`config.mk`:
```
export PLATFORM = sky130hd
export DESIGN_NAME = hrcs_top
export DESIGN_NICKNAME = d
export VERILOG_FILES = /design/src/hrcs_pkg.sv /design/src/hrcs_mem_reader.sv /design/src/hrcs_top.sv
export SDC_FILE = /design/constraint.sdc
export NUM_CORES = 1
export LEC_CHECK = 0
export BUFFER_PORTS_ARGS = -buffer_cell sky130_fd_sc_hd__buf_4
export CORE_MARGIN = 4
export CORE_UTILIZATION = 55
export CTS_CLUSTER_SIZE = 40
export DETAILED_ROUTE_END_ITERATION = 10
export GPL_TIMING_DRIVEN = 0
export PLACE_DENSITY_LB_ADDON = 0.2
export SYNTH_ARGS = -nofsm -noshare
export SYNTH_HDL_FRONTEND = slang
export SYNTH_SLANG_ARGS = --single-unit
export TNS_END_PERCENT = 30
```
`constraint.sdc`:
```
create_clock -name clk_i -period 2.85 [get_ports clk_i]
set_clock_uncertainty 0.1 [all_clocks]
set_input_delay 0.4275 -clock clk_i [delete_from_list [all_inputs] [get_ports clk_i]]
set_output_delay 0.4275 -clock clk_i [all_outputs]
set_load 0.02 [all_outputs]
```
`src/hrcs_pkg.sv`:
```
// Constants and types for the hub reset and configuration sequencer
// Function
// - Configuration memory read only by sequential reads
// - Memory pins released while hardware reset low
// - Reset disables ports, removes port power
// - Reset disables transceivers, pairs high impedance
// - Reset aborts transaction, keeps no state
// - Reset returns registers to defaults
// - Reset halts oscillator and PLL
// - Configuration loads within 50 ms
// - Attach within 100 ms after configuration
// - Each host request completes within 5 ms
// - Upstream bus reset never forwarded downstream
// - Bus reset clears address, unconfigures device
// - Bus reset negates port power bits 3:2
// - Bus reset empties translator buffers
// - Bus reset wakes suspended device
// - Memory serial clock 58.6 kHz nominal
// - Default option uses internal configuration values
// - Device masters memory bus, start, stop
package hrcs_pkg;
   localparam int unsigned CLK_HZ = 125000000;
   localparam int unsigned CLK_PERIOD_NS = 8;
   // Recovery interval after reset release, in microseconds
   localparam int unsigned RECOVERY_US = 500;
   localparam int unsigned RECOVERY_CYC = (RECOVERY_US * 1000) / CLK_PERIOD_NS;
   // Configuration load bound, milliseconds
   localparam int unsigned CFG_MAX_MS = 50;
   localparam int unsigned CFG_MAX_CYC = CFG_MAX_MS * (CLK_HZ / 1000);
   // Attach bound after configuration, milliseconds
   localparam int unsigned ATTACH_MAX_MS = 100;
   localparam int unsigned ATTACH_MAX_CYC = ATTACH_MAX_MS * (CLK_HZ / 1000);
   // Request completion bound, milliseconds
   localparam int unsigned REQ_MAX_MS = 5;
   localparam int unsigned REQ_MAX_CYC = REQ_MAX_MS * (CLK_HZ / 1000);
   // Serial clock of configuration memory, hertz
   localparam int unsigned SCL_HZ = 58600;
   localparam int unsigned SCL_HALF_CYC = CLK_HZ / (2 * SCL_HZ);
   // Memory device address and read/write bits
   localparam logic [6:0] MEM_DEV_ADDR = 7'h50;
   localparam logic MEM_WR = 1'h0;
   localparam logic MEM_RD = 1'h1;
   localparam logic [7:0] MEM_START_OFS = 8'h00;
   // Port power field that bus reset negates
   localparam int unsigned PPC_NEG_HI = 3;
   localparam int unsigned PPC_NEG_LO = 2;
   localparam logic [7:0] REG_DEFAULT = 8'h00;
   localparam logic [6:0] ADDR_DEFAULT = 7'h00;
   typedef enum logic [2:0] {
      HRCS_RECOVER = 3'h0,
      HRCS_LOAD = 3'h1,
      HRCS_ATTACH = 3'h2,
      HRCS_RUN = 3'h3,
      HRCS_FAULT = 3'h4
   } hrcs_state_t;
   typedef enum logic [3:0] {
      HRCS_M_IDLE = 4'h0,
      HRCS_M_START = 4'h1,
      HRCS_M_WBYTE = 4'h2,
      HRCS_M_WACK = 4'h3,
      HRCS_M_RSTART = 4'h4,
      HRCS_M_RBYTE = 4'h5,
      HRCS_M_RACK = 4'h6,
      HRCS_M_STOP = 4'h7,
      HRCS_M_DONE = 4'h8
   } hrcs_mem_state_t;
endpackage

```
`src/hrcs_mem_reader.sv`:
```
// Two-wire master that reads the configuration memory sequentially
`timescale 1ns/1ns
`default_nettype none
module hrcs_mem_reader #(
   parameter int unsigned NBYTES = 16,
   parameter int unsigned HALF_CYC = hrcs_pkg::SCL_HALF_CYC
) (
   input wire logic clk_i,
   input wire logic nrst_i,
   input wire logic ce_i,
   input wire logic start_i,
   input wire logic sda_i,
   output logic sda_o,
   output logic sda_oe_o,
   output logic scl_o,
   output logic scl_oe_o,
   output logic [7:0] data_o,
   output logic data_vld_o,
   output logic done_o,
   output logic nack_o
);
   import hrcs_pkg::*;
   initial begin
      if (NBYTES < 1 || HALF_CYC < 2) $error("hrcs_mem_reader: bad parameters");
   end
   hrcs_mem_state_t st_reg;
   logic [15:0] div_reg;
   logic [1:0] ph_reg;
   logic [3:0] bit_reg;
   logic [1:0] wcnt_reg;
   logic [15:0] bcnt_reg;
   logic [7:0] sh_reg;
   logic sda_reg;
   logic scl_reg;
   logic nack_reg;
   logic tick;
   logic [7:0] wbyte;
   // Quarter-period tick; four quarters make one serial clock period
   assign tick = ce_i && (div_reg == 16'h0000);
   always_ff @(posedge clk_i or negedge nrst_i) begin
      if (!nrst_i) begin
         div_reg <= 16'h0000;
      end else if (ce_i) begin
         div_reg <= (div_reg == 16'h0000) ? 16'((HALF_CYC / 2) - 1) : div_reg - 16'h0001;
      end
   end
   // Write phase sends device address then start offset, then a repeated start for reading
   always_comb begin
      case (wcnt_reg)
         2'h0: wbyte = {MEM_DEV_ADDR, MEM_WR};
         2'h1: wbyte = MEM_START_OFS;
         default: wbyte = {MEM_DEV_ADDR, MEM_RD};
      endcase
   end
   // Sequencer; a single read header then a run of bytes, all acknowledged but the last, never random reads
   always_ff @(posedge clk_i or negedge nrst_i) begin
      if (!nrst_i) begin
         st_reg <= HRCS_M_IDLE;
         ph_reg <= 2'h0;
         bit_reg <= 4'h0;
         wcnt_reg <= 2'h0;
         bcnt_reg <= 16'h0000;
         sh_reg <= 8'h00;
         sda_reg <= 1'h1;
         scl_reg <= 1'h1;
         nack_reg <= 1'h0;
         data_o <= 8'h00;
         data_vld_o <= 1'h0;
      end else if (ce_i) begin
         data_vld_o <= 1'h0;
         if (st_reg == HRCS_M_IDLE) begin
            if (start_i) begin
               st_reg <= HRCS_M_START;
               ph_reg <= 2'h0;
               wcnt_reg <= 2'h0;
               bcnt_reg <= 16'h0000;
               nack_reg <= 1'h0;
            end
         end else if (tick) begin
            ph_reg <= ph_reg + 2'h1;
            case (st_reg)
               HRCS_M_START, HRCS_M_RSTART: begin
                  // Start: data falls while clock high
                  case (ph_reg)
                     2'h0: begin
                        sda_reg <= 1'h1;
                        scl_reg <= 1'h1;
                     end
                     2'h1: sda_reg <= 1'h0;
                     2'h2: scl_reg <= 1'h0;
                     default: begin
                        st_reg <= HRCS_M_WBYTE;
                        bit_reg <= 4'h7;
                        sh_reg <= wbyte;
                     end
                  endcase
               end
               HRCS_M_WBYTE, HRCS_M_WACK, HRCS_M_RBYTE, HRCS_M_RACK: begin
                  case (ph_reg)
                     2'h0: begin
                        if (st_reg == HRCS_M_WBYTE) sda_reg <= sh_reg[7];
                        else if (st_reg == HRCS_M_RACK) sda_reg <= (bcnt_reg == 16'(NBYTES - 1));
                        else sda_reg <= 1'h1;
                     end
                     2'h1: scl_reg <= 1'h1;
                     2'h2: begin
                        if (st_reg == HRCS_M_RBYTE) sh_reg <= {sh_reg[6:0], sda_i};
                        if (st_reg == HRCS_M_WACK && sda_i) nack_reg <= 1'h1;
                     end
                     default: begin
                        scl_reg <= 1'h0;
                        case (st_reg)
                           HRCS_M_WBYTE: begin
                              sh_reg <= {sh_reg[6:0], 1'h0};
                              if (bit_reg == 4'h0) st_reg <= HRCS_M_WACK;
                              else bit_reg <= bit_reg - 4'h1;
                           end
                           HRCS_M_WACK: begin
                              wcnt_reg <= wcnt_reg + 2'h1;
                              if (nack_reg) st_reg <= HRCS_M_STOP;
                              else if (wcnt_reg == 2'h1) st_reg <= HRCS_M_RSTART;
                              else if (wcnt_reg == 2'h2) begin
                                 st_reg <= HRCS_M_RBYTE;
                                 bit_reg <= 4'h7;
                              end else begin
                                 st_reg <= HRCS_M_WBYTE;
                                 bit_reg <= 4'h7;
                                 sh_reg <= MEM_START_OFS;
                              end
                           end
                           HRCS_M_RBYTE: begin
                              if (bit_reg == 4'h0) begin
                                 st_reg <= HRCS_M_RACK;
                                 data_o <= sh_reg;
                                 data_vld_o <= 1'h1;
                              end else bit_reg <= bit_reg - 4'h1;
                           end
                           default: begin
                              // Master acknowledges each byte but the last, keeping the read sequential
                              bit_reg <= 4'h7;
                              if (bcnt_reg == 16'(NBYTES - 1)) st_reg <= HRCS_M_STOP;
                              else begin
                                 bcnt_reg <= bcnt_reg + 16'h0001;
                                 st_reg <= HRCS_M_RBYTE;
                              end
                           end
                        endcase
                     end
                  endcase
               end
               HRCS_M_STOP: begin
                  // Stop: data rises while clock high
                  case (ph_reg)
                     2'h0: sda_reg <= 1'h0;
                     2'h1: scl_reg <= 1'h1;
                     2'h2: sda_reg <= 1'h1;
                     default: st_reg <= HRCS_M_DONE;
                  endcase
               end
               HRCS_M_DONE: st_reg <= HRCS_M_DONE;
               default: st_reg <= HRCS_M_IDLE;
            endcase
         end
      end
   end
   // Open drain: only low levels are driven
   assign sda_o = 1'h0;
   assign scl_o = 1'h0;
   assign sda_oe_o = !sda_reg;
   assign scl_oe_o = !scl_reg;
   assign done_o = (st_reg == HRCS_M_DONE);
   assign nack_o = nack_reg;
endmodule
`default_nettype wire

```
`src/hrcs_top.sv`:
```
// Hub reset and configuration sequencer top level
`timescale 1ns/1ns
`default_nettype none
module hrcs_top #(
   parameter int unsigned NPORTS = 2,
   parameter int unsigned CFG_BYTES = 16,
   parameter int unsigned RECOVERY_CYCLES = hrcs_pkg::RECOVERY_CYC,
   parameter int unsigned CFG_MAX_CYCLES = hrcs_pkg::CFG_MAX_CYC,
   parameter int unsigned ATTACH_MAX_CYCLES = hrcs_pkg::ATTACH_MAX_CYC,
   parameter int unsigned REQ_MAX_CYCLES = hrcs_pkg::REQ_MAX_CYC,
   parameter int unsigned SCL_HALF_CYCLES = hrcs_pkg::SCL_HALF_CYC
) (
   input wire logic clk_i,
   input wire logic nrst_i,
   input wire logic ce_i,
   input wire logic hw_reset_n_i,
   input wire logic use_default_cfg_i,
   input wire logic bus_reset_i,
   input wire logic suspend_req_i,
   input wire logic req_start_i,
   input wire logic req_done_i,
   input wire logic [6:0] set_addr_i,
   input wire logic set_addr_vld_i,
   input wire logic set_cfg_i,
   input wire logic [NPORTS*4-1:0] port_power_req_i,
   input wire logic mem_sda_i,
   output logic mem_sda_o,
   output logic mem_sda_oe_o,
   output logic mem_scl_o,
   output logic mem_scl_oe_o,
   output logic [NPORTS-1:0] port_enable_o,
   output logic [NPORTS*4-1:0] port_power_ctrl_o,
   output logic xcvr_enable_o,
   output logic osc_enable_o,
   output logic pll_enable_o,
   output logic abort_o,
   output logic tt_flush_o,
   output logic attach_o,
   output logic [6:0] dev_addr_o,
   output logic configured_o,
   output logic suspended_o,
   output logic cfg_from_default_o,
   output logic [7:0] cfg_data_o,
   output logic cfg_data_vld_o,
   output logic cfg_done_o,
   output logic cfg_fault_o,
   output logic req_timeout_o
);
   import hrcs_pkg::*;
   initial begin
      if (NPORTS < 1 || RECOVERY_CYCLES < 1 || CFG_MAX_CYCLES < 16 || REQ_MAX_CYCLES < 1 || ATTACH_MAX_CYCLES < 2)
         $error("hrcs_top: bad parameters");
   end
   // Pin inputs pass two flip-flops; only the second stage is read
   logic [3:0] sync1_reg;
   logic [3:0] sync2_reg;
   always_ff @(posedge clk_i or negedge nrst_i) begin
      if (!nrst_i) begin
         sync1_reg <= 4'h0;
         sync2_reg <= 4'h0;
      end else if (ce_i) begin
         sync1_reg <= {hw_reset_n_i, use_default_cfg_i, bus_reset_i, mem_sda_i};
         sync2_reg <= sync1_reg;
      end
   end
   logic hwrst_n;
   logic dflt_cfg;
   logic busrst;
   logic sda_s;
   assign hwrst_n = sync2_reg[3];
   assign dflt_cfg = sync2_reg[2];
   assign busrst = sync2_reg[1];
   assign sda_s = sync2_reg[0];
   // Bus reset edge, so each bus reset acts once
   logic busrst_d_reg;
   logic busrst_rise;
   always_ff @(posedge clk_i or negedge nrst_i) begin
      if (!nrst_i) busrst_d_reg <= 1'h0;
      else if (ce_i) busrst_d_reg <= busrst;
   end
   assign busrst_rise = busrst && !busrst_d_reg;
   // Main sequencing state; hardware reset returns everything to defaults at once
   hrcs_state_t st_reg;
   logic [31:0] cnt_reg;
   logic mem_start_reg;
   logic mem_done;
   logic mem_nack;
   logic [7:0] mem_data;
   logic mem_vld;
   always_ff @(posedge clk_i or negedge nrst_i) begin
      if (!nrst_i) begin
         st_reg <= HRCS_RECOVER;
         cnt_reg <= 32'h00000000;
         mem_start_reg <= 1'h0;
         cfg_from_default_o <= 1'h0;
      end else if (ce_i) begin
         mem_start_reg <= 1'h0;
         if (!hwrst_n) begin
            st_reg <= HRCS_RECOVER;
            cnt_reg <= 32'h00000000;
            cfg_from_default_o <= 1'h0;
         end else begin
            cnt_reg <= cnt_reg + 32'h00000001;
            case (st_reg)
               HRCS_RECOVER: begin
                  if (cnt_reg >= 32'(RECOVERY_CYCLES - 1)) begin
                     st_reg <= HRCS_LOAD;
                     cnt_reg <= 32'h00000000;
                     cfg_from_default_o <= dflt_cfg;
                     mem_start_reg <= !dflt_cfg;
                  end
               end
               HRCS_LOAD: begin
                  if (cfg_from_default_o || mem_done) begin
                     st_reg <= HRCS_ATTACH;
                     cnt_reg <= 32'h00000000;
                  end else if (cnt_reg >= 32'(CFG_MAX_CYCLES - 1)) begin
                     st_reg <= HRCS_FAULT;
                  end
               end
               HRCS_ATTACH: begin
                  // Attach is signalled immediately, well inside the bound
                  st_reg <= HRCS_RUN;
               end
               HRCS_RUN: st_reg <= HRCS_RUN;
               HRCS_FAULT: st_reg <= HRCS_FAULT;
               default: st_reg <= HRCS_RECOVER;
            endcase
         end
      end
   end
   assign cfg_done_o = (st_reg == HRCS_ATTACH) || (st_reg == HRCS_RUN);
   assign cfg_fault_o = (st_reg == HRCS_FAULT);
   assign attach_o = (st_reg == HRCS_RUN);
   // Clock sources stop while reset is held
   assign osc_enable_o = hwrst_n;
   assign pll_enable_o = hwrst_n;
   // Transceivers off and pairs floating during reset and before attach
   assign xcvr_enable_o = hwrst_n && attach_o;
   assign abort_o = !hwrst_n;
   // Memory reader is held in reset with the device and while the reset pin is low,
   // so a read cut short by the pin leaves no half-done state behind
   logic mem_rst_n;
   logic sda_oe_int;
   logic scl_oe_int;
   assign mem_rst_n = nrst_i && hwrst_n;
   hrcs_mem_reader #(
      .NBYTES(CFG_BYTES),
      .HALF_CYC(SCL_HALF_CYCLES)
   ) u_mem (
      .clk_i(clk_i),
      .nrst_i(mem_rst_n),
      .ce_i(ce_i && hwrst_n),
      .start_i(mem_start_reg),
      .sda_i(sda_s),
      .sda_o(mem_sda_o),
      .sda_oe_o(sda_oe_int),
      .scl_o(mem_scl_o),
      .scl_oe_o(scl_oe_int),
      .data_o(mem_data),
      .data_vld_o(mem_vld),
      .done_o(mem_done),
      .nack_o(mem_nack)
   );
   // Tri-state memory pins while reset is low so outside programmers can write it
   assign mem_sda_oe_o = sda_oe_int && hwrst_n && (st_reg == HRCS_LOAD);
   assign mem_scl_oe_o = scl_oe_int && hwrst_n && (st_reg == HRCS_LOAD);
   // Configuration bytes come from the memory, or read zero under the default option
   always_ff @(posedge clk_i or negedge nrst_i) begin
      if (!nrst_i) begin
         cfg_data_o <= REG_DEFAULT;
         cfg_data_vld_o <= 1'h0;
      end else if (ce_i) begin
         cfg_data_vld_o <= hwrst_n && mem_vld && !mem_nack;
         cfg_data_o <= hwrst_n ? mem_data : REG_DEFAULT;
      end
   end
   // USB device state; bus reset clears address and configuration and wakes from suspend
   always_ff @(posedge clk_i or negedge nrst_i) begin
      if (!nrst_i) begin
         dev_addr_o <= ADDR_DEFAULT;
         configured_o <= 1'h0;
         suspended_o <= 1'h0;
         tt_flush_o <= 1'h0;
      end else if (ce_i) begin
         tt_flush_o <= 1'h0;
         if (!hwrst_n || !attach_o) begin
            dev_addr_o <= ADDR_DEFAULT;
            configured_o <= 1'h0;
            suspended_o <= 1'h0;
         end else if (busrst_rise) begin
            dev_addr_o <= ADDR_DEFAULT;
            configured_o <= 1'h0;
            suspended_o <= 1'h0;
            tt_flush_o <= 1'h1;
         end else begin
            if (set_addr_vld_i) dev_addr_o <= set_addr_i;
            if (set_cfg_i) configured_o <= 1'h1;
            if (suspend_req_i) suspended_o <= 1'h1;
         end
      end
   end
   // Port enable and power; bus reset drops only bits 3:2 and is not passed downstream
   logic [NPORTS*4-1:0] ppc_reg;
   always_ff @(posedge clk_i or negedge nrst_i) begin
      if (!nrst_i) begin
         ppc_reg <= '0;
         port_enable_o <= '0;
      end else if (ce_i) begin
         if (!hwrst_n || !attach_o) begin
            ppc_reg <= '0;
            port_enable_o <= '0;
         end else if (busrst_rise) begin
            for (int p = 0; p < NPORTS; p++) begin
               ppc_reg[p*4+PPC_NEG_HI -: 2] <= 2'h0;
            end
            // Downstream enables stay as they were; no reset signalling goes down
            port_enable_o <= port_enable_o;
         end else begin
            ppc_reg <= port_power_req_i;
            for (int p = 0; p < NPORTS; p++) begin
               port_enable_o[p] <= |port_power_req_i[p*4 +: 4];
            end
         end
      end
   end
   assign port_power_ctrl_o = ppc_reg;
   // Request watchdog flags a host request that outlives its bound
   logic req_busy_reg;
   logic [31:0] req_cnt_reg;
   always_ff @(posedge clk_i or negedge nrst_i) begin
      if (!nrst_i) begin
         req_busy_reg <= 1'h0;
         req_cnt_reg <= 32'h00000000;
         req_timeout_o <= 1'h0;
      end else if (ce_i) begin
         if (!hwrst_n || busrst_rise || req_done_i) begin
            req_busy_reg <= 1'h0;
            req_cnt_reg <= 32'h00000000;
            req_timeout_o <= 1'h0;
         end else if (req_start_i && attach_o) begin
            req_busy_reg <= 1'h1;
            req_cnt_reg <= 32'h00000000;
            req_timeout_o <= 1'h0;
         end else if (req_busy_reg) begin
            req_cnt_reg <= req_cnt_reg + 32'h00000001;
            if (req_cnt_reg >= 32'(REQ_MAX_CYCLES - 1)) begin
               req_timeout_o <= 1'h1;
               req_busy_reg <= 1'h0;
            end
         end
      end
   end
endmodule
`default_nettype wire

```
==> impl_metrics.yaml, run 1 <==
placed_design:
  port_buffers: 66
  hpwl_mm: 15.3
  placed_cells: 1244
  place_area_um2: 9880
  preCtsSetupSlack_ps: 19.8
  place_congestion: 0.865
timing:
  period_needed_ps: 2680
  max_freq_ghz: 0.374
  finalMaxSlewViolations: 0
  slew_headroom_pct: 44.1
  hold_viol: 0
  timing.final.crit_share_pct: 93.9
  fin_tns_setup_ps: 0
  rsz0062_at_grt: "false"
  setup_slack_ps: 174
  setup_viol: 0
  worst_slew_pin_slew_ps: 838
flow_run:
  drv_cap: 0
power:
  p_total_w: 0.00610
  p_switching_w: 0.00189
  power_frac_seq_pct: 46.0
  pwr-share-comb_pct: 18.8
  ir_worst_vdd_uv: 460
  p_leak_nw: 4.72
  clockPowerShare_pct: 35.1
  p_per_area_nw_per_um2: 581
  switching_share_pct: 31.0
  p_int_w: 0.00421
die:
  die_y_um: 137
  initial_core_util_pct: 56.7
  die_w_um: 137
  rows: 46
  pin_count: 69
  die_area_um2: 18700
  core_um2: 16100
synthesis:
  yosysWarnings: 0
  ys_top_cells_by_area: "dfrtp_1, nor2_1, nand2_1"
  synthDistinctLibCells: 78
  synth_top_area_cell: "dfrtp_1"
  syn_area_per_cell_um2: 9.48
  synth_edf_count: 0
  yosysTopAreaCellShare_pct: 47.0
  synthFlopType: "dfrtp_1"
  synth_most_common_cell: "dfrtp_1"
  synth_commonest_cells: "dfrtp_1, nor2_1, nand2_1, o21ai_0, nand3_1"
  ys_async_sr_fraction_pct: 100
  synth-seq-area-share_pct: 47.6
  syn_inst: 961
  synth-seq-cells: 173
  syn_area_um2: 9110
worst_setup_path:
  path_max_fanout: 10
  setup.worst_path.class: "flop to flop"
  cp_data_arrival_time_ps: 2920
  cp.required_ps: 3090
  start_kind: "flop"
  cp-end-kind: "flop"
clock_tree:
  cts-htree-levels: 4
  clock_sinks: 173
  cts_inserted_buffers: 17
  clock_latency_ps: 430
  clk_pin_slew_worst_paths_ps: 70
  cts_root_buf: "clkbuf_16"
  cts.path.max_buffers: 2
  cts_tree: "built"
global_route:
  grt.overflow.total: 0
  grt_max_degree: 111
  grt_pass1_wl_mm: 36.7
  grtUsageTotal_pct: 24.5
  grt_pass1_vias: 7389
  antenna_found_initial: 0
route:
  vias_per_cell: 5.92
  drtPass1Iterations: 6
  num_vias: 7573
  drt_iter0_markers: 589
  routed_wl_mm: 21.9
  routedWlPerCell_um: 17.1
  antenna_left: 0
  drc: 0
cells_and_area:
  antenna_cells: 0
  drive_above_1_share_pct: 14.8
  syn_to_final_growth_pct: 15.3
  final_design_area_no_fill_um2: 10500
  nNetsFinal: 1095
  finalNonFillerCells: 1280
hold_path:
  hold_class: "input port to flop"
outcome:
  status: "complete, no violations"
## stage by stage
step	hold WS, ps	utilization, %
2_1_floorplan	31.9	-
3_3_place_gp	359	61.5
6_report	107	65.4
3_5_place_dp	364	61.5
4_1_cts	99.8	64.9
5_1_grt	95.2	65.4
## repair_timing
| action | CTS | global route |
|---|---|---|
| buffers inserted | 0 | 4 |
| hold endpoints to repair | 0 | 14 |
| pin swaps | 0 | 3 |
| endpoints found under the setup margin | 2 | 17 |
| gates resized for setup | 1 | 4 |
| hold buffers | 0 | 1 |
## kinds of logic after synthesis
kind of cell | count (synthesis) | synth area share, %
AO/OA/AOI/OAI | 221 | 16.4
flip-flops | 173 | 47.6
multiplexers | 28 | 3.37
AND/OR/NAND/NOR | 388 | 21.9
adder cells (fa/ha/maj) | 16 | 2.17
buffers and inverters | 88 | 4.22
other | 1 | 0.0412
XOR/XNOR | 46 | 4.42
## placed cells by master (no fill, tap or decap), drive strengths merged, types with 23 or more instances in the layout
cell / synthesis / layout
dfrtp: 171 / 171
clkbuf: 34 / 52
buf: 14 / 85
xor2: 32 / 32
o21ai: 53 / 53
a31oi: 28 / 28
a21oi: 43 / 43
nand3: 44 / 44
nand2: 92 / 92
inv: 40 / 42
nor2: 95 / 95
nand4: 23 / 23
nor3: 26 / 26
## critical path, stage by stage (launching register included)
cell and delay, ps:
dfrtp_1 390, buf_6 140, or4_4 540, nor4_4 370, o21ai_2 150, a21boi_4 290
buf_2 280, o21ai_0 130, a31oi_1 200
## worst paths after layout
path	slack, ps	depth (start not counted)	endpoint	from
worst max register to register	170	8	cnt_reg[6]	cnt_reg[24]
min in group asynchronous	280	2	cnt_reg[29]	nrst_i
max in group asynchronous	770	4	u_mem.bcnt_reg[2]	nrst_i
worst max-delay path	170	8	cnt_reg[6]	cnt_reg[24]
worst min register to register	370	1	cnt_reg[15]	cnt_reg[15]
worst min-delay path	110	2	dev_addr_o[2]	set_addr_i[2]
## power by group through the flow
stage / combinational [W] / sequential [W] / clock [W]
final: 0.00115 / 0.00281 / 0.00214
after CTS: 0.00113 / 0.00281 / 0.00218
after global placement: 0.00108 / 0.00284 / 0
after floorplan: 0.000828 / 0.00281 / 0
after global routing: 0.00129 / 0.00284 / 0.00228
after detailed placement: 0.00112 / 0.00285 / 0
## metal layers
layer | wire (um) | up-vias | GRT usage [%] | share of wire, %
met2 | 10300 | 181 | 37.5 | 47
li1 | - | 3650 | - | -
met4 | 455 | 0 | 7.95 | 2.1
met3 | 947 | 36 | 5.29 | 4.3
met1 | 10200 | 3706 | 34.8 | 46
met5 | 0 | - | 0 | 0
## area by class of cell
class / count / area [um^2]
Fill cell: 1268 / 5560
Clock inverter: 12 / 93.8
Clock buffer: 18 / 439
Buffer: 48 / 235
Sequential cell: 173 / 4330
Tap cell: 216 / 270
Timing Repair Buffer: 72 / 567
Multi-Input combinational cell: 701 / 4410
Inverter: 40 / 150
(Power assumes the default switching activity.)
==> run 2: changes to the inputs <==
Settings changed: PLACE_DENSITY set to 0.85, PLACE_DENSITY_LB_ADDON 0.2 to not set.
==> run 2 against run 1 <==
Critical path depth is 1 lower. Utilization increased by 0.15 points. Via count rose by 2.4%. Worst setup slack got worse by 43 ps. First-iteration DRC count grew 24%. Global-route usage decreased by 0.48 points.
==> impl_metrics.yaml, run 2 (same netlist as run 1, synthesis figures left out) <==
outcome:
  status: "complete, no violations"
die:
  core_um2: 16100
  initial_core_util_pct: 56.7
  die_w_um: 137
  die_area_um2: 18700
  rows: 46
  pin_count: 69
  die_y_um: 137
global_route:
  antenna_found_initial: 1
  grt.overflow.total: 0
  grtUsageTotal_pct: 24.0
  grt_pass1_vias: 7429
  grt_pass1_wl_mm: 36.1
  grt_max_degree: 111
route:
  drt_iter0_markers: 731
  routed_wl_mm: 22.1
  drtPass1Iterations: 6
  vias_per_cell: 6.05
  routedWlPerCell_um: 17.3
  num_vias: 7756
  drc: 0
  antenna_left: 0
timing:
  period_needed_ps: 2720
  setup_viol: 0
  setup_slack_ps: 132
  finalMaxSlewViolations: 0
  whs_ps: 116
  hold_viol: 0
  timing.final.crit_share_pct: 95.4
  max_freq_ghz: 0.368
  worst_slew_pin_slew_ps: 850
  fin_tns_setup_ps: 0
  slew_headroom_pct: 43.3
worst_setup_path:
  cp_data_arrival_time_ps: 2960
  path_max_fanout: 9
  setup.worst_path.class: "flop to flop"
  cp_slowest_stage_delay_ps: 610
  critPathSlowestCell: "nor4_2"
  start_kind: "flop"
  cp-end-kind: "flop"
  path_cells: "nor4_2 > nand3_1 > o31ai_2 > nand4_1 > buf_4 > or3_1 > a21oi_1"
  cp.required_ps: 3100
cells_and_area:
  final_design_area_no_fill_um2: 10500
  final_common_cell: "dfrtp_1"
  nNetsFinal: 1094
  syn_to_final_growth_pct: 15.5
  final_cell_mix: "dfrtp_1, nor2_1, nand2_1"
  antenna_cells: 0
  fill_cells: 1220
  drive_above_1_share_pct: 14.7
  multi_input_area_um2: 4410
  seqCellArea_um2: 4330
clock_tree:
  cts-htree-levels: 4
  cts_root_buf: "clkbuf_16"
  clk_pin_slew_worst_paths_ps: 70
  cts.path.max_buffers: 2
  cts_inserted_buffers: 17
  clock_sinks: 173
  cts_tree: "built"
  clock_latency_ps: 430
power:
  p_total_w: 0.00620
  p_per_area_nw_per_um2: 589
  p_leak_nw: 4.76
  ir_worst_vdd_uv: 506
flow_run:
  drv_cap: 0
placed_design:
  preCtsSetupSlack_ps: 62.0
  hpwl_mm: 15.2
  place_area_um2: 9880
  port_buffers: 66
  place_congestion: 0.907
hold_path:
  hold_class: "input port to flop"
[run 2: cell types whose count changed in the layout (fill, tap and decap cells not counted)]
cell / change
clkinvlp_4: -4
inv_8: +4
buf_4: -1
clkinv_2: +1
clkinv_8: +1
nand2_1: +1
nand2_2: -1
nor2_1: +1
nor2_2: -1
[run 2: path summary, 6_finish.rpt]
kind                                  start            endpoint  slack [ps]  cells past startpoint
max in group asynchronous      sync2_reg[3]   u_mem.bcnt_reg[8]        1000                      2
max reg2reg                 u_mem.st_reg[1]  u_mem.bcnt_reg[15]         130                      7
max                         u_mem.st_reg[1]  u_mem.bcnt_reg[15]         130                      7
min                           set_addr_i[5]       dev_addr_o[5]         120                      2
min reg2reg                port_enable_o[1]    port_enable_o[1]         380                      2
min in group asynchronous            nrst_i         cnt_reg[19]         290                      2
[run 2: per-stage QoR]
stage / std cells / utilization (%)
4_1_cts: 1276 / 65.1
3_5_place_dp: 1244 / 61.5
5_1_grt: 1281 / 65.5
2_1_floorplan: 962 / -
6_report: 1281 / 65.5
3_3_place_gp: 1244 / 61.5
[run 2: worst max-delay path: cells and delay by family, from the launching register on]
family / cells / cell delay, ps
and+or+nand+nor: 4 / 1550
DFF: 1 / 400
buffers and inverters: 1 / 200
AOI/OAI and AO/OA: 2 / 370
[run 2: final cells by class]
cell class              count  share of cell area [%]
plain buffers              48                    2.24
clock buffers              18                    4.17
clock inverters            14                    1.24
inverters                  40                    1.43
multi-input cells         701                    41.9
flip-flops and latches    173                    41.2
well taps                 216                    2.57
repair buffers             71                    5.31
[run 2: power breakdown]
part           internal [W]  switching (W)
registers           0.00262       0.000188
logic              0.000456       0.000694
clock network       0.00117        0.00106
[run 2: routing by layer]
layer	GRT usage, %	routed length (um)	up-vias
li1	-	-	3654
met1	33.2	9830	3833
met2	37.4	10500	224
met3	5.22	1180	43
met4	8.73	594	2
met5	0	13	-
[run 2: repair_timing]
| action | in CTS | in global routing |
|---|---|---|
| gates resized for setup | 0 | 3 |
| setup endpoints to repair | 0 | 13 |
| endpoints found under the hold margin | 0 | 15 |
| buffers inserted | 0 | 3 |
| hold buffers | 0 | 1 |
